`src/rtl/timer2_pkg.sv`:
```
// Constants, register map and mode type for the capture/reload timer
package timer2_pkg;

  // Special-function addresses
  localparam logic [7:0] CTRL_ADDR = 8'hc8;
  localparam logic [7:0] CAP_LOW_ADDR = 8'hca;
  localparam logic [7:0] CAP_HIGH_ADDR = 8'hcb;
  localparam logic [7:0] CNT_LOW_ADDR = 8'hcc;
  localparam logic [7:0] CNT_HIGH_ADDR = 8'hcd;

  // Values after reset
  localparam logic [7:0] CTRL_RESET = 8'h00;
  localparam logic [15:0] COUNT_RESET = 16'h0000;
  localparam logic [15:0] CAP_RESET = 16'h0000;
  localparam logic [7:0] RDATA_RESET = 8'h00;

  // Control register fields
  localparam int OVF_BIT = 7;
  localparam int EXT_BIT = 6;
  localparam int RX_BAUD_BIT = 5;
  localparam int TX_BAUD_BIT = 4;
  localparam int EXT_EN_BIT = 3;
  localparam int RUN_BIT = 2;
  localparam int SRC_BIT = 1;
  localparam int CP_RL_BIT = 0;

  // Count limits and timer prescale
  localparam logic [15:0] COUNT_WRAP = 16'hffff;
  localparam int TIMER_DIV_DEFAULT = 12;

  typedef enum logic [1:0] {
    MODE_CAPTURE,
    MODE_RELOAD,
    MODE_BAUD
  } mode_e;

endpackage : timer2_pkg

```
`src/rtl/pin_edge_if.sv`:
```
// Falling-edge pulses of the external pins, shared between modules
`timescale 1ns/1ps
interface pin_edge_if;
  logic count_fall;
  logic trig_fall;
  modport src (output count_fall, output trig_fall);
  modport dst (input count_fall, input trig_fall);
endinterface : pin_edge_if

```
`src/rtl/pin_edges.sv`:
```
// Falling-edge detection on the count and trigger pins
`timescale 1ns/1ps
module pin_edges
  import timer2_pkg::*;
(
  // Clock and reset
  input wire logic clk,
  input wire logic rst,
  // Pins
  input wire logic count_pin,
  input wire logic ext_trigger_pin,
  // Edge pulses
  pin_edge_if.src edges
);

  logic count_ff;
  logic trig_ff;

  // Previous pin levels, idle high
  always_ff @(posedge clk) begin
    if (rst) begin
      count_ff <= 1'b1;
      trig_ff <= 1'b1;
    end else begin
      count_ff <= count_pin;
      trig_ff <= ext_trigger_pin;
    end
  end

  assign edges.count_fall = count_ff && !count_pin;
  assign edges.trig_fall = trig_ff && !ext_trigger_pin;

endmodule : pin_edges

```
`src/rtl/timer2_capture_reload.sv`:
```
// Sixteen-bit timer/counter with capture, auto-reload and baud modes
`timescale 1ns/1ps
// Notes on behaviour
// RULE1: Count source bit picks timer or counter
// RULE2: Capture, reload and baud modes from control
// RULE3: Capture mode counts sixteen bits, flags overflow
// RULE4: Trigger fall copies count into capture pair
// RULE5: Trigger fall sets external event flag
// RULE6: Either flag raises the single interrupt
// RULE7: Flags cleared only by firmware writes
// RULE8: Reload mode wrap sets flag, loads capture
// RULE9: Reload mode trigger fall also reloads
// RULE10: Reload mode counts upward only
// RULE11: Control at C8h, resets 00h, fixed fields
// RULE12: Capture/reload bit set means capture mode
// RULE13: Count advances only while run bit set
module timer2_capture_reload
  import timer2_pkg::*;
#(
  parameter int TIMER_DIV = TIMER_DIV_DEFAULT
) (
  // Clock and reset
  input wire logic clk,
  input wire logic rst,
  // Special-function bus
  input wire logic [7:0] sfr_addr,
  input wire logic sfr_wr,
  input wire logic [7:0] sfr_wdata,
  output logic [7:0] sfr_rdata,
  // External pins
  input wire logic count_pin,
  input wire logic ext_trigger_pin,
  // Core side outputs
  output logic irq,
  output logic baud_tick
);

  localparam int PRE_W = $clog2(TIMER_DIV + 1);
  localparam logic [PRE_W-1:0] PRE_LAST = PRE_W'(TIMER_DIV - 1);
  localparam logic [PRE_W-1:0] PRE_ZERO = '0;

  function automatic logic hit(input logic [7:0] a, input logic [7:0] t);
    hit = (a == t);
  endfunction : hit

  ////////////////////////////////////////////////////////////////////////////
  // Edge detection
  pin_edge_if edges ();

  pin_edges u_pin_edges (
    .clk(clk),
    .rst(rst),
    .count_pin(count_pin),
    .ext_trigger_pin(ext_trigger_pin),
    .edges(edges)
  );

  ////////////////////////////////////////////////////////////////////////////
  // State
  logic [7:0] timer2_control_reg;
  logic [7:0] nxt_ctrl;
  logic [15:0] count_ff;
  logic [15:0] nxt_count;
  logic [15:0] cap_ff;
  logic [15:0] nxt_cap;
  logic [PRE_W-1:0] pre_ff;
  logic [PRE_W-1:0] nxt_pre;
  logic irq_ff;
  logic baud_tick_ff;
  logic [7:0] rdata_ff;
  logic [7:0] nxt_rdata;

  ////////////////////////////////////////////////////////////////////////////
  // Field decode
  wire run_control = timer2_control_reg[RUN_BIT];
  wire count_source_select = timer2_control_reg[SRC_BIT];
  wire ext_trigger_enable = timer2_control_reg[EXT_EN_BIT];
  wire capture_reload_select = timer2_control_reg[CP_RL_BIT];
  wire tx_baud_select = timer2_control_reg[TX_BAUD_BIT];
  wire rx_baud_select = timer2_control_reg[RX_BAUD_BIT];
  wire overflow_flag = timer2_control_reg[OVF_BIT];
  wire ext_event_flag = timer2_control_reg[EXT_BIT];

  mode_e mode;
  // Mode select
  assign mode = (rx_baud_select || tx_baud_select) ? MODE_BAUD :  // RULE2
                capture_reload_select ? MODE_CAPTURE :              // RULE12
                MODE_RELOAD;

  ////////////////////////////////////////////////////////////////////////////
  // Count events
  wire pre_tick = run_control && (pre_ff == PRE_LAST);
  // Timer ticks or pin edges
  wire inc = run_control &&                                          // RULE13
             (count_source_select ? edges.count_fall : pre_tick);    // RULE1
  wire wrap = inc && (count_ff == COUNT_WRAP);
  wire trig = ext_trigger_enable && edges.trig_fall;
  wire do_capture = (mode == MODE_CAPTURE) && trig;                  // RULE4
  wire do_reload = (mode != MODE_CAPTURE) &&
                   (wrap || (trig && mode == MODE_RELOAD));          // RULE8
  wire set_ovf = wrap && (mode != MODE_BAUD);                        // RULE3
  wire set_ext = trig;                                               // RULE5

  // Bus decode
  wire wr_ctrl = sfr_wr && hit(sfr_addr, CTRL_ADDR);                 // RULE11
  wire wr_cnt_lo = sfr_wr && hit(sfr_addr, CNT_LOW_ADDR);
  wire wr_cnt_hi = sfr_wr && hit(sfr_addr, CNT_HIGH_ADDR);
  wire wr_cap_lo = sfr_wr && hit(sfr_addr, CAP_LOW_ADDR);
  wire wr_cap_hi = sfr_wr && hit(sfr_addr, CAP_HIGH_ADDR);

  ////////////////////////////////////////////////////////////////////////////
  // Next values
  assign nxt_pre = !run_control ? pre_ff :
                   pre_tick ? PRE_ZERO : pre_ff + PRE_W'(1);

  // Counter: firmware write, then reload, then upward step
  wire [15:0] count_step = do_reload ? cap_ff :                      // RULE9
                           inc ? count_ff + 16'h0001 : count_ff;     // RULE10
  assign nxt_count = {wr_cnt_hi ? sfr_wdata : count_step[15:8],
                      wr_cnt_lo ? sfr_wdata : count_step[7:0]};

  // Capture pair: hardware capture wins over a firmware preset
  assign nxt_cap = do_capture ? count_ff :
                   {wr_cap_hi ? sfr_wdata : cap_ff[15:8],
                    wr_cap_lo ? sfr_wdata : cap_ff[7:0]};

  // Flags: hardware set wins over firmware clear
  wire [7:0] ctrl_base = wr_ctrl ? sfr_wdata : timer2_control_reg;   // RULE7
  assign nxt_ctrl = {ctrl_base[OVF_BIT] | set_ovf,
                     ctrl_base[EXT_BIT] | set_ext,
                     ctrl_base[5:0]};

  // Read mux, one cycle latency
  assign nxt_rdata = hit(sfr_addr, CTRL_ADDR) ? timer2_control_reg :
                     hit(sfr_addr, CNT_LOW_ADDR) ? count_ff[7:0] :
                     hit(sfr_addr, CNT_HIGH_ADDR) ? count_ff[15:8] :
                     hit(sfr_addr, CAP_LOW_ADDR) ? cap_ff[7:0] :
                     hit(sfr_addr, CAP_HIGH_ADDR) ? cap_ff[15:8] :
                     RDATA_RESET;

  ////////////////////////////////////////////////////////////////////////////
  // Registers
  always_ff @(posedge clk) begin
    if (rst) begin
      timer2_control_reg <= CTRL_RESET;                              // RULE11
      count_ff <= COUNT_RESET;
      cap_ff <= CAP_RESET;
      pre_ff <= PRE_ZERO;
    end else begin
      timer2_control_reg <= nxt_ctrl;
      count_ff <= nxt_count;
      cap_ff <= nxt_cap;
      pre_ff <= nxt_pre;
    end
  end

  always_ff @(posedge clk) begin
    if (rst) begin
      irq_ff <= 1'b0;
      baud_tick_ff <= 1'b0;
      rdata_ff <= RDATA_RESET;
    end else begin
      irq_ff <= nxt_ctrl[OVF_BIT] | nxt_ctrl[EXT_BIT];               // RULE6
      baud_tick_ff <= wrap && (mode == MODE_BAUD);
      rdata_ff <= nxt_rdata;
    end
  end

  assign irq = irq_ff;
  assign baud_tick = baud_tick_ff;
  assign sfr_rdata = rdata_ff;
endmodule : timer2_capture_reload

```
`config.mk`:
```
export PLATFORM = sky130hd
export DESIGN_NAME = timer2_capture_reload
export DESIGN_NICKNAME = d
export VERILOG_FILES = /design/src/rtl/timer2_pkg.sv /design/src/rtl/pin_edge_if.sv /design/src/rtl/pin_edges.sv /design/src/rtl/timer2_capture_reload.sv
export SDC_FILE = /design/constraint.sdc
export NUM_CORES = 1
export LEC_CHECK = 0
export ABC_AREA = 1
export BUFFER_PORTS_ARGS = -buffer_cell sky130_fd_sc_hd__buf_4
export CORE_ASPECT_RATIO = 1.75
export CORE_UTILIZATION = 54
export CTS_CLUSTER_DIAMETER = 100
export DETAILED_ROUTE_END_ITERATION = 10
export PLACE_DENSITY = 0.77
export SLEW_MARGIN = 20
export SYNTH_ARGS = -nofsm -noshare
export SYNTH_HDL_FRONTEND = slang
export SYNTH_SLANG_ARGS = --single-unit
```
`constraint.sdc`:
```
create_clock -name clk -period 1.7 [get_ports clk]
set_input_delay 0.085 -clock clk [delete_from_list [all_inputs] [get_ports clk]]
set_output_delay 0.085 -clock clk [all_outputs]
set_load 0.01 [all_outputs]
```
After elaboration in Yosys (flattened, before gate mapping)
Index checks and enable logic that the tools add are counted.
- add/sub/neg operators: 2
- eq/ne operators: 10
- mux-type cells: 17
- bitwise operators: 3
- reduce and logical (&&, ||, !) cells: 26
- operator list (cell ; number):
    $mux 8 ; 10
    $mux 16 ; 3
    $eq 8x8->1 const B ; 5
    $add 16x1->16 const B ; 1
    $eq 16x16->1 const B ; 1
    $logic_and 1x1->1 ; 16
    $reduce_bool 2->1 ; 3
    $reduce_bool 3->1 ; 2
    $add 4x1->4 const B ; 1
    $eq 4x4->1 const B ; 1
    $mux 4 ; 1
    $or 1x1->1 ; 3
    $eq 2x1->1 const B ; 1
    $eq 2x2->1 const B ; 1
    $logic_not 1->1 ; 2
    $logic_not 2->1 ; 1
    $logic_or 1x1->1 ; 2
    $mux 1 ; 2
    $mux 2 ; 1
    $ne 2x2->1 const B ; 1
- register bits after elaboration: 56
- output and inout bits: 10
- logic and storage cells: 70

Logic depth before layout (Yosys ltp)
- depth after elaboration: 9
- gate-level depth with buffers: 13
- mapped depth without buffers: 13

By module
Synthesis repeated with hierarchy kept, for this count alone.
- cell total of the unflattened synthesis: 504
- area, all modules: 3263.1 um^2
- modules (own cells, without submodules) (module ; times used ; cells an instance ; area an instance (um^2) ; sequential area each (um^2)):
    timer2_capture_reload ; 1 ; 493 ; 3189.3 ; 1081.0
    pin_edges ; 1 ; 11 ; 73.8 ; 40.0

Worst setup path after synthesis
OpenSTA, ideal clock, no wires.
- path kind: register to register
- from: reg count_ff[0]
- to: reg count_ff[6]
- library setup time: 0.113 ns
- data arrival time: 1.600 ns
- data required time: 1.587 ns
- slack: -0.013 ns
- cell stages (with the launch flop): 14
- path buffers: 1
- cell sequence: dfxtp_1 > ha_1 > nand2_2 > nor2_4 > nand2_2 > nor2_2 > nand2_2 > nand2_4 > nand2_4 > buf_6 > nand2_1 > nand3_1 > o21ai_1 > inv_1
- cells in the longest elaborated chain, start to end: 6
- elaborated cells between the ends (all ways): 9
- those cells by class: 1 x add/sub; 1 x eq/ne; 3 x mux; 4 x reduce/logical
- ends and longest elaborated chain (item ; RTL line ; RTL):
    start: declaration ; timer2_capture_reload.sv:62 ; logic [15:0] count_ff;
    start signal: assignment ; timer2_capture_reload.sv:151 ; count_ff <= nxt_count;
    parallel branches: the longest is 6 deep, another holds $add 16x1->16 ; n/a ;
Parallel ways; which one is timed is not known. The select of a mux whose other input is x is not followed.
A chain may end at the register's enable or synchronous reset.

Worst setup path after layout
- from: reg pre_ff[0]
- to: reg count_ff[8]
- cells in the longest elaborated chain, start to end: 9
- elaborated cells between the ends (all ways): 10
- those cells by class: 1 x eq/ne; 3 x mux; 6 x reduce/logical
- ends and longest elaborated chain (item ; RTL line ; RTL):
    start: declaration ; timer2_capture_reload.sv:66 ; logic [PRE_W-1:0] pre_ff;
    start signal: assignment ; timer2_capture_reload.sv:153 ; pre_ff <= nxt_pre;
    $eq 4x4->1 (*) ; timer2_capture_reload.sv:92 ; wire pre_tick = run_control && (pre_ff == PRE_LAST);
    $logic_and 1x1->1 (*) ; timer2_capture_reload.sv:92 ;
    $mux 1 (*) ; timer2_capture_reload.sv:95 ; (count_source_select ? edges.count_fall : pre_tick);
    $logic_and 1x1->1 (*) ; timer2_capture_reload.sv:94 ; wire inc = run_control &&
    $logic_and 1x1->1 ; timer2_capture_reload.sv:96 ; wire wrap = inc && (count_ff == COUNT_WRAP);
    $logic_or 1x1->1 ; timer2_capture_reload.sv:100 ; (wrap || (trig && mode == MODE_RELOAD));
    $logic_and 1x1->1 ; timer2_capture_reload.sv:99 ; wire do_reload = (mode != MODE_CAPTURE) &&
    $mux 16 ; timer2_capture_reload.sv:117 ; wire [15:0] count_step = do_reload ? cap_ff :
    $mux 8 ; timer2_capture_reload.sv:119 ; assign nxt_count = {wr_cnt_hi ? sfr_wdata : count_step[15:8],
Every way passes the cells marked *; elsewhere a longest branch is shown, timed or not.

==> results list <==
* Standard-cell row count: 37
- Number of distinct standard cells referenced by the synthesized netlist: 37
- The via count of the first global-routing pass came to around 3600.
* Clock Skews: roughly 0.016 ns
* Placeable core area: between 5000 and 6000 µm²
- Data arrives at the worst endpoint at roughly 1.9 ns.
- Synthesized area per cell: between 6 and 7 µm²
- The clock tree synthesis step divided the H-tree into 2 levels.
* Vias per cell: between 5 and 6
* Die W: around 60 µm
- Worst Setup Path Type: reg2reg
- For this run, asynchronously set or reset flops after synthesis account for 0.
- Dividing the detail-routed wire length by the instance count gives ~18 µm.
* Weighted congestion reported at the end of routability-driven placement: between 1 and 1.5
- Number of ports placed on the die boundary: 31
- By area the synthesized netlist is led by sky130_fd_sc_hd__dfxtp_1 34%, sky130_fd_sc_hd__nand2_1 14%, sky130_fd_sc_hd__nand3_1 8.5%, sky130_fd_sc_hd__a21oi_1 7.9%, sky130_fd_sc_hd__inv_1 5.7%.
* Latest clock arrival within the worst-skew pair: about 0.32 ns
- Final Critical Period: 1.70 ns
- Number of nets in the finished design: 599
* Total routing resource utilization after global routing: 0.376
* Buffers on Ports: 30
- Summed over all layers, the routed wires come to 11500 µm.
* Number of cells in the design after placement: ~640
* Leakage dissipation: roughly 1.7 nW
- For this run the aggregate overflow at the end of global routing stands at 0.
- Clock sink count: 56
- Proportion of netlist area held by the largest area contributor: 0.339
- Effective utilization at floorplan: 0.562
- Residual DRC: 0
* Class of the most critical hold timing path: in2reg
* Worst Setup Slack post-DPL: -0.204 ns
* Die footprint: between 6000 and 7000 µm²
- The worst-case IR drop observed on VDD is roughly 360 µV.
- Largest net degree at the start of global routing: 38
- The longest clock path from root to sink contains 2 buffers.
- TritonCTS built the clock tree.
- Cell type with the largest total area after synthesis: sky130_fd_sc_hd__dfxtp_1
- The first global-routing pass estimated around 18000 µm of wire.
* First-pass detailed-route iteration total: 7
* Starting DRC count in detailed routing: approximately 350
* Power density over the cells: 506 nW/µm²
- Startpoint kind of the worst setup timing path: flop
* Headroom to the max-slew limit: 0.690
- For the pin with the worst max-slew slack, the measured transition is approximately 0.47 ns.
* Final hold violation count: 0
- Overall power of the completed layout: approximately 2.2 mW
- In the final layout, the share of cells above drive strength 1 is 0.297.
- Post-synthesis to final-layout area growth: 31.2%
* Fraction of the yosys area taken by sequential cells: 0.339
- Share of the clock period used by the worst path after layout: 1.00
- The library cell used most frequently in the layout, excluding fill and tap cells, is sky130_fd_sc_hd__nand2_1.
- The repair_antennas step left the layout with diodes totalling 0.
- In this run, CTS created clock tree buffers numbering 5.
- Of all nets on the critical path, the largest fanout is 8.
- STA classifies the critical path endpoint as a flop.
* Yosys warnings: 0
* Number of synthesized flops with an enable pin: 0
* Routed Antenna Nets: 0
- Most frequent cells in the layout: 110 x sky130_fd_sc_hd__nand2_1, 82 x sky130_fd_sc_hd__buf_4, 49 x sky130_fd_sc_hd__dfxtp_1, 48 x sky130_fd_sc_hd__inv_1, 48 x sky130_fd_sc_hd__a21oi_1
* Total count of max-transition violations in the final report: 0
- Clock slew at the register clock pins of the worst setup and hold paths: roughly 0.10 ns
- Die Ht: about 110 µm
* RSZ-0062 raised after global routing: true
- Setup slack of the critical path after layout: -0.00216 ns
- Registers with the highest flip-flop counts: cap_ff x16, count_ff x16
- In the synthesized netlist the dominant register cell turns out to be sky130_fd_sc_hd__dfxtp_1.
* Number of setup violations in the final report: 5
- The final reports fail on negative setup slack.
- The synthesized netlist occupies a cell area of 3300 µm².
- Based on the critical path, the design can be clocked at up to between 0.5 and 0.6 GHz.
- Vias: about 3700
- Post-synthesis instance total: approximately 490
- Max-cap violations in this run came to 0.
- Result of the run: finished with violations
- Synthesis inferred 56 register bits.
* Buffer type at the clock tree root: sky130_fd_sc_hd__clkbuf_8
* Dpl hpwl: roughly 8600 µm
- At the worst endpoint, the required time is 1.90 ns.
- Leaving out filler cells and counting taps, the final layout contains between 600 and 700.
- The number of antenna violations at the first check in global routing is 0.
* Post-synthesis net count: 517
## metal layers
metal  up-vias  GRT usage  wire length (µm)
li1       1793          -                 -
met1      1703      0.408              4100
met2       174      0.641              5950
met3        50     0.0761               731
met4         0      0.214               688
met5         -          0                 0
## final timing paths
kind | startpoint | end | slack, ns | depth (start not counted)
hold / removal | sfr_wdata[3] | timer2_control_reg[3] | 0.06 | 3
hold reg to reg | cap_ff[3] | cap_ff[3] | 0.49 | 2
setup reg to reg | pre_ff[0] | count_ff[8] | -0.002 | 12
setup / recovery | pre_ff[0] | count_ff[8] | -0.002 | 12
## cell type report
cell class	count	area [µm²]
Multi-Input combinational cell	366	2070
Fill cell	513	1540
Sequential cell	56	1130
Timing Repair Buffer	90	744
Inverter	57	214
Tap cell	78	97.6
Clock buffer	5	68.8
Clock inverter	2	12.5
## synthesized netlist by cell type, drive strengths merged, types with 7 or more instances
| library cell | count |
|---|---|
| dfxtp | 56 |
| a21oi | 55 |
| inv | 57 |
| o21ai | 30 |
| a41oi | 8 |
| nand2 | 127 |
| clkbuf | 7 |
| xor2 | 9 |
| nand3 | 57 |
| nor3 | 7 |
| buf | 9 |
| nor2 | 49 |
## what timing repair did
| item | 4_1_cts | 5_1_grt |
|---|---|---|
| resized for setup | 21 | 34 |
| cloned | 2 | 0 |
| endpoints found under the setup margin | 19 | 35 |
| endpoints found under the hold margin | 2 | 0 |
| pin swaps | 18 | 21 |
| hold buffers | 2 | 0 |
| buffers inserted | 4 | 2 |
## power by group
group          leakage [nW]  internal, mW  switching, mW
Clock                0.0400         0.280          0.436
Combinational          1.25        0.0596          0.101
Sequential            0.455          1.31        0.00191
Total                  1.75          1.65          0.539
## stage by stage
stage	setup TNS, ns	cell area [µm²]	utilization	hold slack, ns
detailed placement	-2.57	3950	0.672	0.279
global placement	-2.70	3950	0.672	0.272
finish	-0.00567	4340	0.737	0.0615
CTS	-0.148	4210	0.715	0.0519
floorplan	0	3310	-	0.182
global route	-1.92	4340	0.737	0.0492
## worst max-delay path, stage by stage (launching register included)
cell and delay, ns:
sky130_fd_sc_hd__dfxtp_4 0.38, sky130_fd_sc_hd__ha_4 0.15, sky130_fd_sc_hd__nand2_4 0.06, sky130_fd_sc_hd__nor2_4 0.12
sky130_fd_sc_hd__nor2_2 0.04, sky130_fd_sc_hd__nor2_2 0.14, sky130_fd_sc_hd__nand2_2 0.13, sky130_fd_sc_hd__nand2_8 0.15
sky130_fd_sc_hd__nand2_8 0.11, sky130_fd_sc_hd__nand2_2 0.09, sky130_fd_sc_hd__nand3_2 0.08, sky130_fd_sc_hd__nand2_2 0.09
sky130_fd_sc_hd__a21oi_2 0.05
## logic make-up (layout without fill, tap and decap cells)
| logic type | after synthesis | after routing | synth area share |
|---|---|---|---|
| buffers and inverters | 73 | 154 | 0.0920 |
| XOR/XNOR | 10 | 10 | 0.0265 |
| adder cells (fa/ha/maj) | 2 | 2 | 0.00757 |
| AND/OR/NAND/NOR | 252 | 253 | 0.362 |
| flip-flops | 56 | 56 | 0.339 |
| AO/OA/AOI/OAI | 101 | 101 | 0.173 |
Note: power is estimated with default switching activity, not from simulation.
